--- config.mk ---
export PLATFORM = sky130hd
export DESIGN_NAME = driver_zero
export DESIGN_NICKNAME = d
export VERILOG_FILES = /design/src/design/driver_zero_pkg.sv /design/src/design/driver_zero.sv
export VERILOG_INCLUDE_DIRS = /design/src /design/src/design
export SDC_FILE = /design/constraint.sdc
export NUM_CORES = 1
export LEC_CHECK = 0
export BUFFER_PORTS_ARGS = -buffer_cell sky130_fd_sc_hd__buf_4
export CAP_MARGIN = 20
export CORE_MARGIN = 8
export CORE_UTILIZATION = 40
export DETAILED_ROUTE_END_ITERATION = 8
export HOLD_SLACK_MARGIN = 0.02
export PLACE_DENSITY_LB_ADDON = 0.25
export SLEW_MARGIN = 10
export SYNTH_ARGS = -nofsm -noshare
export SYNTH_HDL_FRONTEND = slang
export SYNTH_SLANG_ARGS = --single-unit
export TNS_END_PERCENT = 100
--- constraint.sdc ---
create_clock -name clock -period 2.9 [get_ports clock]
set_input_delay 0.87 -clock clock [delete_from_list [all_inputs] [get_ports clock]]
set_output_delay 0.87 -clock clock [all_outputs]
set_load 0.02 [all_outputs]
--- src/design/driver_zero_cfg.svh ---
`ifndef DRIVER_ZERO_CFG_SVH
`define DRIVER_ZERO_CFG_SVH
`define FIRST_DRIVER_CONTROL_ADDR 10'h0f0
`define FIRST_DRIVER_CONTROL_RESET 8'h64
`define TRUE_EN_RESET 1'b1
`define COMP_EN_RESET 1'b1
`define TRUE_INV_RESET 1'b0
`define COMP_INV_RESET 1'b1
`define FMT_BIT 7
`define CMOS_CFG_HI 6
`define CMOS_CFG_LO 5
`define POL_HI 4
`define POL_LO 3
`define SWING_HI 2
`define SWING_LO 1
`define PDN_BIT 0
`define CMOS_TRUE_ONLY 2'h1
`define CMOS_COMP_ONLY 2'h2
`define CMOS_BOTH 2'h3
`define POL_NONE 2'h0
`define POL_BOTH 2'h1
`define POL_COMP 2'h2
`define POL_TRUE 2'h3
`define SWING_400 2'h0
`define SWING_780 2'h2
`define SWING_960 2'h3
`endif

--- src/design/driver_zero_pkg.sv ---
`default_nettype none
package driver_zero_pkg;
    typedef enum logic {fmt_diff, fmt_cmos} driver_fmt_t;
    typedef enum logic [1:0] {swing_400mv, swing_780mv, swing_960mv, swing_other} swing_t;
endpackage
`default_nettype wire
--- src/design/driver_zero.sv ---
// Contract
// - CMOS bits 6:5 enable true/comp pins
// - Differential: bit 3 swaps pin polarities
// - CMOS: bits 4:3 decode per-pin inversion
// - Bits 2:1 select differential swing level
// - Bit 0 powers down differential driver
`include "driver_zero_cfg.svh"
`timescale 1ns/1ps
`default_nettype none
module driver_zero
    import driver_zero_pkg::*;
(
    input wire logic clock,
    input wire logic rst,
    input wire logic [9:0] reg_addr,
    input wire logic reg_wr,
    input wire logic [7:0] reg_wdata,
    output logic [7:0] reg_rdata,
    output driver_fmt_t driver_fmt,
    output logic true_pin_en,
    output logic comp_pin_en,
    output logic true_pin_inv,
    output logic comp_pin_inv,
    output swing_t diff_swing,
    output logic diff_power_down
);
    localparam logic [7:0] CTRL_RESET = `FIRST_DRIVER_CONTROL_RESET;

    // Stored fields of the control byte
    logic fmt_r;
    logic [1:0] pin_cfg_r;
    logic [1:0] pol_r;
    logic [1:0] swing_code_r;
    logic pdn_r;
    logic fmt_nxt;
    logic [1:0] pin_cfg_nxt;
    logic [1:0] pol_nxt;
    logic [1:0] swing_code_nxt;
    logic pdn_nxt;
    logic [7:0] ctrl_word;
    logic wr_hit;

    // Pin controls leave flops, never raw decode, so the stage sees no glitches
    driver_fmt_t driver_fmt_r;
    logic true_pin_en_r;
    logic comp_pin_en_r;
    logic true_pin_inv_r;
    logic comp_pin_inv_r;
    swing_t diff_swing_r;
    logic diff_power_down_r;
    driver_fmt_t driver_fmt_nxt;
    logic true_pin_en_nxt;
    logic comp_pin_en_nxt;
    logic true_pin_inv_nxt;
    logic comp_pin_inv_nxt;
    swing_t diff_swing_nxt;
    logic diff_power_down_nxt;

    assign wr_hit = reg_wr && (reg_addr == `FIRST_DRIVER_CONTROL_ADDR);

    // A write lands in every field on the same edge
    always_comb begin
        fmt_nxt = fmt_r;
        pin_cfg_nxt = pin_cfg_r;
        pol_nxt = pol_r;
        swing_code_nxt = swing_code_r;
        pdn_nxt = pdn_r;
        if (wr_hit) begin
            fmt_nxt = reg_wdata[`FMT_BIT];
            pin_cfg_nxt = reg_wdata[`CMOS_CFG_HI:`CMOS_CFG_LO];
            pol_nxt = reg_wdata[`POL_HI:`POL_LO];
            swing_code_nxt = reg_wdata[`SWING_HI:`SWING_LO];
            pdn_nxt = reg_wdata[`PDN_BIT];
        end
    end

    always_ff @(posedge clock or posedge rst) begin
        if (rst) begin
            fmt_r <= CTRL_RESET[`FMT_BIT];
        end else begin
            fmt_r <= fmt_nxt;
        end
    end

    always_ff @(posedge clock or posedge rst) begin
        if (rst) begin
            pin_cfg_r <= CTRL_RESET[`CMOS_CFG_HI:`CMOS_CFG_LO];
        end else begin
            pin_cfg_r <= pin_cfg_nxt;
        end
    end

    always_ff @(posedge clock or posedge rst) begin
        if (rst) begin
            pol_r <= CTRL_RESET[`POL_HI:`POL_LO];
        end else begin
            pol_r <= pol_nxt;
        end
    end

    always_ff @(posedge clock or posedge rst) begin
        if (rst) begin
            swing_code_r <= CTRL_RESET[`SWING_HI:`SWING_LO];
        end else begin
            swing_code_r <= swing_code_nxt;
        end
    end

    always_ff @(posedge clock or posedge rst) begin
        if (rst) begin
            pdn_r <= CTRL_RESET[`PDN_BIT];
        end else begin
            pdn_r <= pdn_nxt;
        end
    end

    // Readback rebuilds the byte from its fields
    assign ctrl_word = {fmt_r, pin_cfg_r, pol_r, swing_code_r, pdn_r};

    // Unmapped addresses read as zero
    always_comb begin
        reg_rdata = 8'h00;
        if (reg_addr == `FIRST_DRIVER_CONTROL_ADDR) begin
            reg_rdata = ctrl_word;
        end
    end

    // Decoding the next value keeps the pins in step with the readback
    always_comb begin
        driver_fmt_nxt = fmt_nxt ? fmt_cmos : fmt_diff;
        true_pin_en_nxt = 1'b1;
        comp_pin_en_nxt = 1'b1;
        // Bit 4 has no effect in this mode
        true_pin_inv_nxt = pol_nxt[0];
        comp_pin_inv_nxt = ~pol_nxt[0];
        if (fmt_nxt) begin
            // Code 00 leaves both pins off
            true_pin_en_nxt = (pin_cfg_nxt == `CMOS_TRUE_ONLY)
                || (pin_cfg_nxt == `CMOS_BOTH);
            comp_pin_en_nxt = (pin_cfg_nxt == `CMOS_COMP_ONLY)
                || (pin_cfg_nxt == `CMOS_BOTH);
            unique case (pol_nxt)
                `POL_NONE: begin
                    true_pin_inv_nxt = 1'b0;
                    comp_pin_inv_nxt = 1'b0;
                end
                `POL_BOTH: begin
                    true_pin_inv_nxt = 1'b1;
                    comp_pin_inv_nxt = 1'b1;
                end
                `POL_COMP: begin
                    true_pin_inv_nxt = 1'b0;
                    comp_pin_inv_nxt = 1'b1;
                end
                `POL_TRUE: begin
                    true_pin_inv_nxt = 1'b1;
                    comp_pin_inv_nxt = 1'b0;
                end
            endcase
        end
    end

    always_comb begin
        unique case (swing_code_nxt)
            `SWING_400: diff_swing_nxt = swing_400mv;
            `SWING_780: diff_swing_nxt = swing_780mv;
            `SWING_960: diff_swing_nxt = swing_960mv;
            default: diff_swing_nxt = swing_other;
        endcase
    end

    assign diff_power_down_nxt = pdn_nxt;

    always_ff @(posedge clock or posedge rst) begin
        if (rst) begin
            driver_fmt_r <= driver_fmt_t'(CTRL_RESET[`FMT_BIT]);
        end else begin
            driver_fmt_r <= driver_fmt_nxt;
        end
    end

    always_ff @(posedge clock or posedge rst) begin
        if (rst) begin
            true_pin_en_r <= `TRUE_EN_RESET;
        end else begin
            true_pin_en_r <= true_pin_en_nxt;
        end
    end

    always_ff @(posedge clock or posedge rst) begin
        if (rst) begin
            comp_pin_en_r <= `COMP_EN_RESET;
        end else begin
            comp_pin_en_r <= comp_pin_en_nxt;
        end
    end

    always_ff @(posedge clock or posedge rst) begin
        if (rst) begin
            true_pin_inv_r <= `TRUE_INV_RESET;
        end else begin
            true_pin_inv_r <= true_pin_inv_nxt;
        end
    end

    always_ff @(posedge clock or posedge rst) begin
        if (rst) begin
            comp_pin_inv_r <= `COMP_INV_RESET;
        end else begin
            comp_pin_inv_r <= comp_pin_inv_nxt;
        end
    end

    always_ff @(posedge clock or posedge rst) begin
        if (rst) begin
            diff_swing_r <= swing_780mv;
        end else begin
            diff_swing_r <= diff_swing_nxt;
        end
    end

    always_ff @(posedge clock or posedge rst) begin
        if (rst) begin
            diff_power_down_r <= CTRL_RESET[`PDN_BIT];
        end else begin
            diff_power_down_r <= diff_power_down_nxt;
        end
    end

    // Ports show the flops directly
    assign driver_fmt = driver_fmt_r;
    assign true_pin_en = true_pin_en_r;
    assign comp_pin_en = comp_pin_en_r;
    assign true_pin_inv = true_pin_inv_r;
    assign comp_pin_inv = comp_pin_inv_r;
    assign diff_swing = diff_swing_r;
    assign diff_power_down = diff_power_down_r;
endmodule // driver_zero
`default_nettype wire

== After elaboration in Yosys (flattened, before gate mapping) ==
Cells that the tools add are included.
Word-level totals
  register bits: 15
  memory bits (writable): 0
  output and inout bits: 16
  input bits: 21
  bits in read-only memories: 0
  logic and storage cells: 43
  latch bits: 0
  memories kept: 0
Operators by class
  magnitude comparators: 0
  reductions and logical operators: 9
  shifts and indexed selects: 0
  eq/ne operators: 9
  multiplexer cells: 13
  divide/modulo/power cells: 0
  add/subtract/negate cells: 0
  multipliers: 0
  bitwise operators: 1
Operator list (number)
  $eq 2x2->1 const B: 6
  $eq 10x8->1 const B: 1
  $mux 8: 1
  $reduce_or 2->1: 4
  $mux 1: 6
  $mux 2: 3
  $pmux 2 s3: 1
  $eq 2x1->1 const B: 2
  $logic_not 2->1: 2
  $pmux 1 s2: 2
  $logic_or 1x1->1: 2
  $logic_and 1x1->1: 1
  $not 1->1: 1

== Logic depth before layout (Yosys ltp) ==
Gate-level depths: netlist of run 1.
  depth in word-level cells: 7
  depth in mapped cells: 4
  mapped depth without buffers: 3

== Worst setup path before layout of run 1 ==
Ideal clock, no wire load.
  path kind: input to output
  start point: input reg_addr[9]
  end point: output reg_rdata[0]
  cell stages on the path: 3
  path slack: -9 ps
  arrival time: 2039 ps
  path buffers: 0
  required time: 2030 ps
  path through: or4_4 nor3_1 and2_1
On the way
  word-level cells in the longest chain between the ends: 2
Ends and longest elaborated chain
  start: declaration: RTL line driver_zero.sv:15  | input wire logic [9:0] reg_addr,
  $eq 10x8->1 (no line)
  $mux 8: RTL line driver_zero.sv:123  | if (reg_addr == `FIRST_DRIVER_CONTROL_ADDR) begin
  end: declaration: RTL line driver_zero.sv:18  | output logic [7:0] reg_rdata,
Every way passes these cells.

== Final worst setup path of run 1 ==
  start point: input reg_addr[8]
  end point: output reg_rdata[6]
The elaborated chain is that of the path after synthesis.

==> metrics.txt, run 1 <==
status=complete, but fails checks; failing checks=negative setup slack; Sw Share=22.90%; CTS tree=done; IO Port Bufs=36; largest net degree at the start of global routing=14; crit path max-delay cell type=or4_4; unrepaired setup endpoints after global routing=yes; Core Box Area=1708 µm²; H-tree depth=1; most common cell after layout, fill and taps aside=buf_4; sequential standard cell area=334.1 µm²; post-DR vias/cell=4.600; clk slew on worst S/H paths=0.08 ns; internal power=0.2688 mW; CP Data Required Time=2.03 ns; sequential cell area fraction in the yosys report=46.43%; WL/cell=15.27 µm; reg-to-reg setup timing slack=2.01 ns; hold_buf cts=0; Worst setup SP type=input pin; die width=around 58 µm; Static Leak=0.5186 nW; RePlAce Congestion=0.6636; multi-input logic area=377.9 µm²; Final Power=0.3487 mW; DRT Wirelength=1.832 mm; Net Switching=0.07983 mW; Max Root-Sink Buffers=2; Final Max Slew Viols=0; clock share of power=between 30% and 40%; Least-Margin Pin Slew=0.4800 ns; number of synthesis warnings=0; Die ar.=3412 µm²; combinational group share of total power=14.0%; Die Height=58.41 µm; crit path to=reg_rdata[6]; Detail Placement HPWL=1.429 mm; drt pass-1 iters=2; Vias=552; WP buf/inv=3; Iteration-0 DRC Markers=2; Crit Path Class=in2out; cell depth of the worst setup path=6; Crit path top cell by count=buf_4; Detail Route Antenna Nets=0; n_diodes=0; worst min path class=reg2reg; Num CTS Buffers=3; total grt overflow=0; Post-CTS Setup Bufs=0; clk_lat worst skew=roughly 0.27 ns; row count=15; Max Fclk=0.3437 GHz; Nets=~120; Critical Path AT=2.04 ns; max_slew headroom=between 60% and 70%; final hold vios=0; gr usage total=11.24%; commonest non-fill, non-tap cells in the layout=buf_4 (31), buf_6 (9), and2_4 (7), dfstp_2 (7); Syn Area/Cell=13.57 µm²; IO Pins=37; initial antenna violation count=0; Area growth, synth to finish=54.44%; post-synthesis cell count=53; FF-to-FF Start=pol_r[1]$_DFF_PP0_; Reg2Reg Depth=3; DRC viols=0; synthesized cell area=719.4 µm²; first-pass GRT wire length=between 2 and 3 mm; total of max-cap violations=0; vias in the first global route=607; Starting Density=around 42%; VDD IR max=0.0001718 V; Worst Slack Setup Final=-0.009561 ns; Sequential Power Share=54.0%; worst path cell trace=buf_4 > or4_4 > nor3_2 > buf_4 > and2_1 > buf_6; CTS Root Cell=clkbuf_4; hold path startpoint=diff_power_down$_DFFE_PP0N_; FILL cells=135; endpoints failing setup=8; final worst path period share=100.3%; reg2reg end=comp_pin_inv$_DFF_PP1_; CP Capture Type=primary output; slowest stage delay, CP=0.51 ns; layout cell share with drive strength beyond 1=73.68%; Crit. Startpoint=reg_addr[8]; CP top delay family=simple AND/OR/NAND/NOR gates; Post-Syn Nets=74; FF+latch count, synth=13; setup TNS=-0.04587 ns; Max Clock Skew=0.0005581 ns; Cell variety after synth=17; Period minus WS final=2.910 ns; pwr dens=313.8 nW/µm²; clk sinks=13; worst-path fanout max=8
==> metrics by stage <==
stage / util [%] / setup WS (ns) / area (µm²) / hold slack, ns / instances
final: 65.05 / -0.009561 / 1111 / 0.5371 / 120
after CTS: 64.62 / -0.008071 / 1104 / 0.5329 / 120
after detailed placement: 60.51 / -0.03135 / 1033 / 0.5122 / 116
after global placement: 60.51 / -0.02277 / 1033 / 0.5117 / 116
after global routing: 65.05 / -0.04080 / 1111 / 0.5733 / 120
after floorplan: - / 0.1194 / 724.4 / 0.4871 / 53
==> state kept, by name, indices dropped and copies added, names as in the netlist <==
name,flops
diff_swing,2
pin_cfg_r,2
pol_r,2
comp_pin_en,1
comp_pin_inv,1
diff_power_down,1
driver_fmt,1
swing_code_r,1
true_pin_en,1
true_pin_inv,1
==> synth_stat cells (all sizes together) <==
cell,n,share of area [%]
mux2,9,17
nand2,1,0.52
dfrtp,6,21
nor4,1,3.0
inv,2,1.0
xnor2,4,4.9
dfstp,7,26
or4,1,1.6
nand2b,2,1.7
nand4bb,1,3.8
nor2b,4,3.5
and2,8,7.0
buf,2,3.1
nor3,1,0.69
mux2i,4,5.6
==> power groups by stage <==
stage	clock, mW	sequential [mW]	combinational, mW
5_1_grt	0.127	0.189	0.0527
2_1_floorplan	0	0.193	0.0167
3_3_place_gp	0	0.191	0.0472
3_5_place_dp	0	0.191	0.0491
4_1_cts	0.117	0.188	0.0497
6_report	0.112	0.188	0.0487
==> area by class of cell <==
type / count / area share (%)
inverter: 2 / 0.6757
timing repair buffer: 40 / 30.07
sequential: 13 / 30.07
multi-input combinational: 36 / 34.01
tap: 25 / 2.815
clock buffer: 4 / 2.365
==> worst min-delay path by stage <==
stage	endpoint	slack, ns	cells after the start
6_report	diff_power_down$_DFFE_PP0N_	0.54	1
5_1_grt	diff_power_down$_DFFE_PP0N_	0.57	1
4_1_cts	diff_power_down$_DFFE_PP0N_	0.53	1
3_5_place_dp	diff_power_down$_DFFE_PP0N_	0.51	1
3_3_place_gp	pol_r[1]$_DFF_PP0_	0.51	1
2_1_floorplan	pol_r[1]$_DFF_PP0_	0.49	1
==> repair_timing <==
item                       in CTS  in global routing
pin swaps                       1                  3
gates resized for setup        13                  3
setup endpoints to repair       8                  8
==> per-layer routing <==
| layer | vias to the layer above | GRT usage, % | part of all wire, % | wire length, µm |
|---|---|---|---|---|
| li1 | 261 | - | - | - |
| met1 | 271 | 10.42 | 36 | 652 |
| met2 | 18 | 21.26 | 56 | 1018 |
| met4 | 0 | 3.147 | 0.60 | 11 |
| met5 | - | 0 | 0 | 0 |
| met3 | 2 | 5.217 | 8.2 | 150 |
==> cell families (layout without fill, tap and decap cells) <==
logic type,count (synthesis),in the layout,share of synthesized area [%]
xor+xnor,4,4,4.869
mux,13,13,22.78
buf+inv,4,46,4.174
simple gates,19,19,21.74
flops,13,13,46.43
No activity file was read; power rests on OpenSTA's default activity.
==> inputs of run 2 (changes only) <==
--- a/config.mk
+++ b/config.mk
@@ -17,4 +17,4 @@
 export SYNTH_ARGS = -nofsm -noshare
 export SYNTH_HDL_FRONTEND = slang
 export SYNTH_SLANG_ARGS = --single-unit
-export TNS_END_PERCENT = 100
+export TNS_END_PERCENT = 5
==> run 2 against run 1 <==
  * The run still ends with negative setup slack left
  * Flip-flop and latch count did not move
  * Critical path depth is the same
  * Clock skew unchanged
  * Sequential share of layout area unchanged
  * Non-clock buffer count unchanged
  * Global-route usage unchanged
  * Total power stayed put
  * Final cell count is the same
  * Clock power about the same
  * Fmax unchanged
  * Combinational power about the same
  * Routed wire length is the same
  * Critical path type unchanged
==> metrics.txt, run 2 (synthesis results as in run 1) <==
most used routing layer=met2; hold endpoint=diff_power_down$_DFFE_PP0N_; initial antenna violation count=0; IO Pins=37; Die Height=58.41 µm; Core Box Area=1708 µm²; reg2reg end=comp_pin_inv$_DFF_PP1_; hold path startpoint=diff_power_down$_DFFE_PP0N_; Iteration-0 DRC Markers=2; clk_lat worst skew=0.27 ns; Net Switching=0.07983 mW; combinational group share of total power=14.0%; RePlAce Congestion=0.6636; clk sinks=13; Post-CTS Setup Bufs=0; layout cell share with drive strength beyond 1=between 70% and 80%; Sequential Power Share=a little over half; clock share of power=around 32%; die width=58.41 µm; dpl ws=-0.03135 ns; failing checks=negative setup slack; Crit path top cell by count=buf_4; Period minus WS final=2.910 ns; Detail Route Antenna Nets=0; unrepaired setup endpoints after global routing=yes; CTS Root Cell=clkbuf_4; Layout Utilization=between 60% and 70%; DRC viols=0; met1 usage=10.42%; Placed Area=~1000 µm²; Placed Instances=116; vias in the first global route=~600; post-DR vias/cell=4.600; gr usage total=11.24%; Worst setup SP type=input pin; pwr dens=313.8 nW/µm²; Worst Slack Setup Final=-0.009561 ns; FF-to-FF Start=pol_r[1]$_DFF_PP0_; worst path cell trace=buf_4 > or4_4 > nor3_2 > buf_4 > and2_1 > buf_6; slowest stage delay, CP=0.51 ns; Sw Share=22.90%; worst hold slack=around 0.54 ns; fin cells=120; row count=15; CP Data Required Time=2.03 ns; total grt overflow=0; Num CTS Buffers=3; Crit Path Class=in2out; final worst path period share=100.3%; H-tree depth=1; n_diodes=0; CTS tree=done; Max Clock Skew=0.0005581 ns; Static Leak=0.5186 nW; Detail Placement HPWL=1.429 mm; largest net degree at the start of global routing=14; reg-to-reg setup timing slack=between 2 and 2.5 ns; internal power=between 0.2 and 0.3 mW; Starting Density=42.12%; final hold vios=0; VDD IR max=about 0.00017 V; max_slew headroom=67.97%; endpoints failing setup=8; worst min path class=reg2reg; hold_buf cts=0; Die ar.=3412 µm²; worst-path fanout max=8; Nets=117; total of max-cap violations=0; WL/cell=15.27 µm; met2 usage=between 20% and 30%; Final Max Slew Viols=0; first-pass GRT wire length=2.884 mm; Vias=552; Max Fclk=0.3437 GHz; GR met3 Demand/Resource=under 10%; drt pass-1 iters=2; post-route design area=1111 µm²; status=complete, but fails checks; crit path max-delay cell type=or4_4; IO Port Bufs=36; Least-Margin Pin Slew=between 0.4 and 0.5 ns; DRT Wirelength=between 1.5 and 2 mm; FILL cells=~140; Reg2Reg Depth=3; commonest non-fill, non-tap cells in the layout=buf_4 (31), buf_6 (9), and2_4 (7), dfstp_2 (7); clk slew on worst S/H paths=0.08 ns; Max Root-Sink Buffers=2; Critical Path AT=2.04 ns; hold path cells=1; CP Capture Type=primary output; multi-input logic area=377.9 µm²; most common cell after layout, fill and taps aside=buf_4; Area growth, synth to finish=54.44%; sequential standard cell area=334.1 µm²
-- run 2: timing repair --
item,in CTS,in global routing
pin swaps,1,3
hold endpoints to repair,0,0
gates resized for setup,13,3
setup endpoints to repair,8,8
-- run 2: worst max-delay path by stage --
| stage | cells past startpoint | slack [ns] | endpoint | from |
|---|---|---|---|---|
| floorplan | 3 | 0.12 | reg_rdata[0] | reg_addr[9] |
| global placement | 6 | -0.02 | reg_rdata[4] | reg_addr[9] |
| detailed placement | 6 | -0.03 | reg_rdata[7] | reg_addr[9] |
| CTS | 6 | -0.008 | reg_rdata[0] | reg_addr[9] |
| global route | 6 | -0.04 | reg_rdata[7] | reg_addr[9] |
| finish | 6 | -0.01 | reg_rdata[6] | reg_addr[8] |
-- run 2: stage by stage --
step,power (mW),setup TNS (ns)
after floorplan,0.2099,0
after global placement,0.2383,-0.1111
after detailed placement,0.2402,-0.1804
after CTS,0.3550,-0.03122
after global routing,0.3679,-0.2894
final,0.3487,-0.04587
-- run 2: critical path, delay by kind of cell --
family | cells | cell delay, ns
buffers and inverters | 3 | 0.40
and+or+nand+nor | 3 | 0.76
-- run 2: final cells by class --
type	count	share of cell area, %
Clock buffer	4	2.365
Inverter	2	0.6757
Multi-Input combinational cell	36	34.01
Timing Repair Buffer	40	30.07
Tap cell	25	2.815
Sequential cell	13	30.07
-- run 2: power by group through the flow --
| stage | sequential [mW] | clock, mW | combinational (mW) |
|---|---|---|---|
| 2_1_floorplan | 0.193 | 0 | 0.0167 |
| 3_3_place_gp | 0.191 | 0 | 0.0472 |
| 3_5_place_dp | 0.191 | 0 | 0.0491 |
| 4_1_cts | 0.188 | 0.117 | 0.0497 |
| 5_1_grt | 0.189 | 0.127 | 0.0527 |
| 6_report | 0.188 | 0.112 | 0.0487 |
-- run 2: per-layer routing --
layer / vias up / part of all wire [%]
met4: 0 / 0.60
met3: 2 / 8.2
met5: - / 0
met1: 271 / 36
li1: 261 / -
met2: 18 / 56
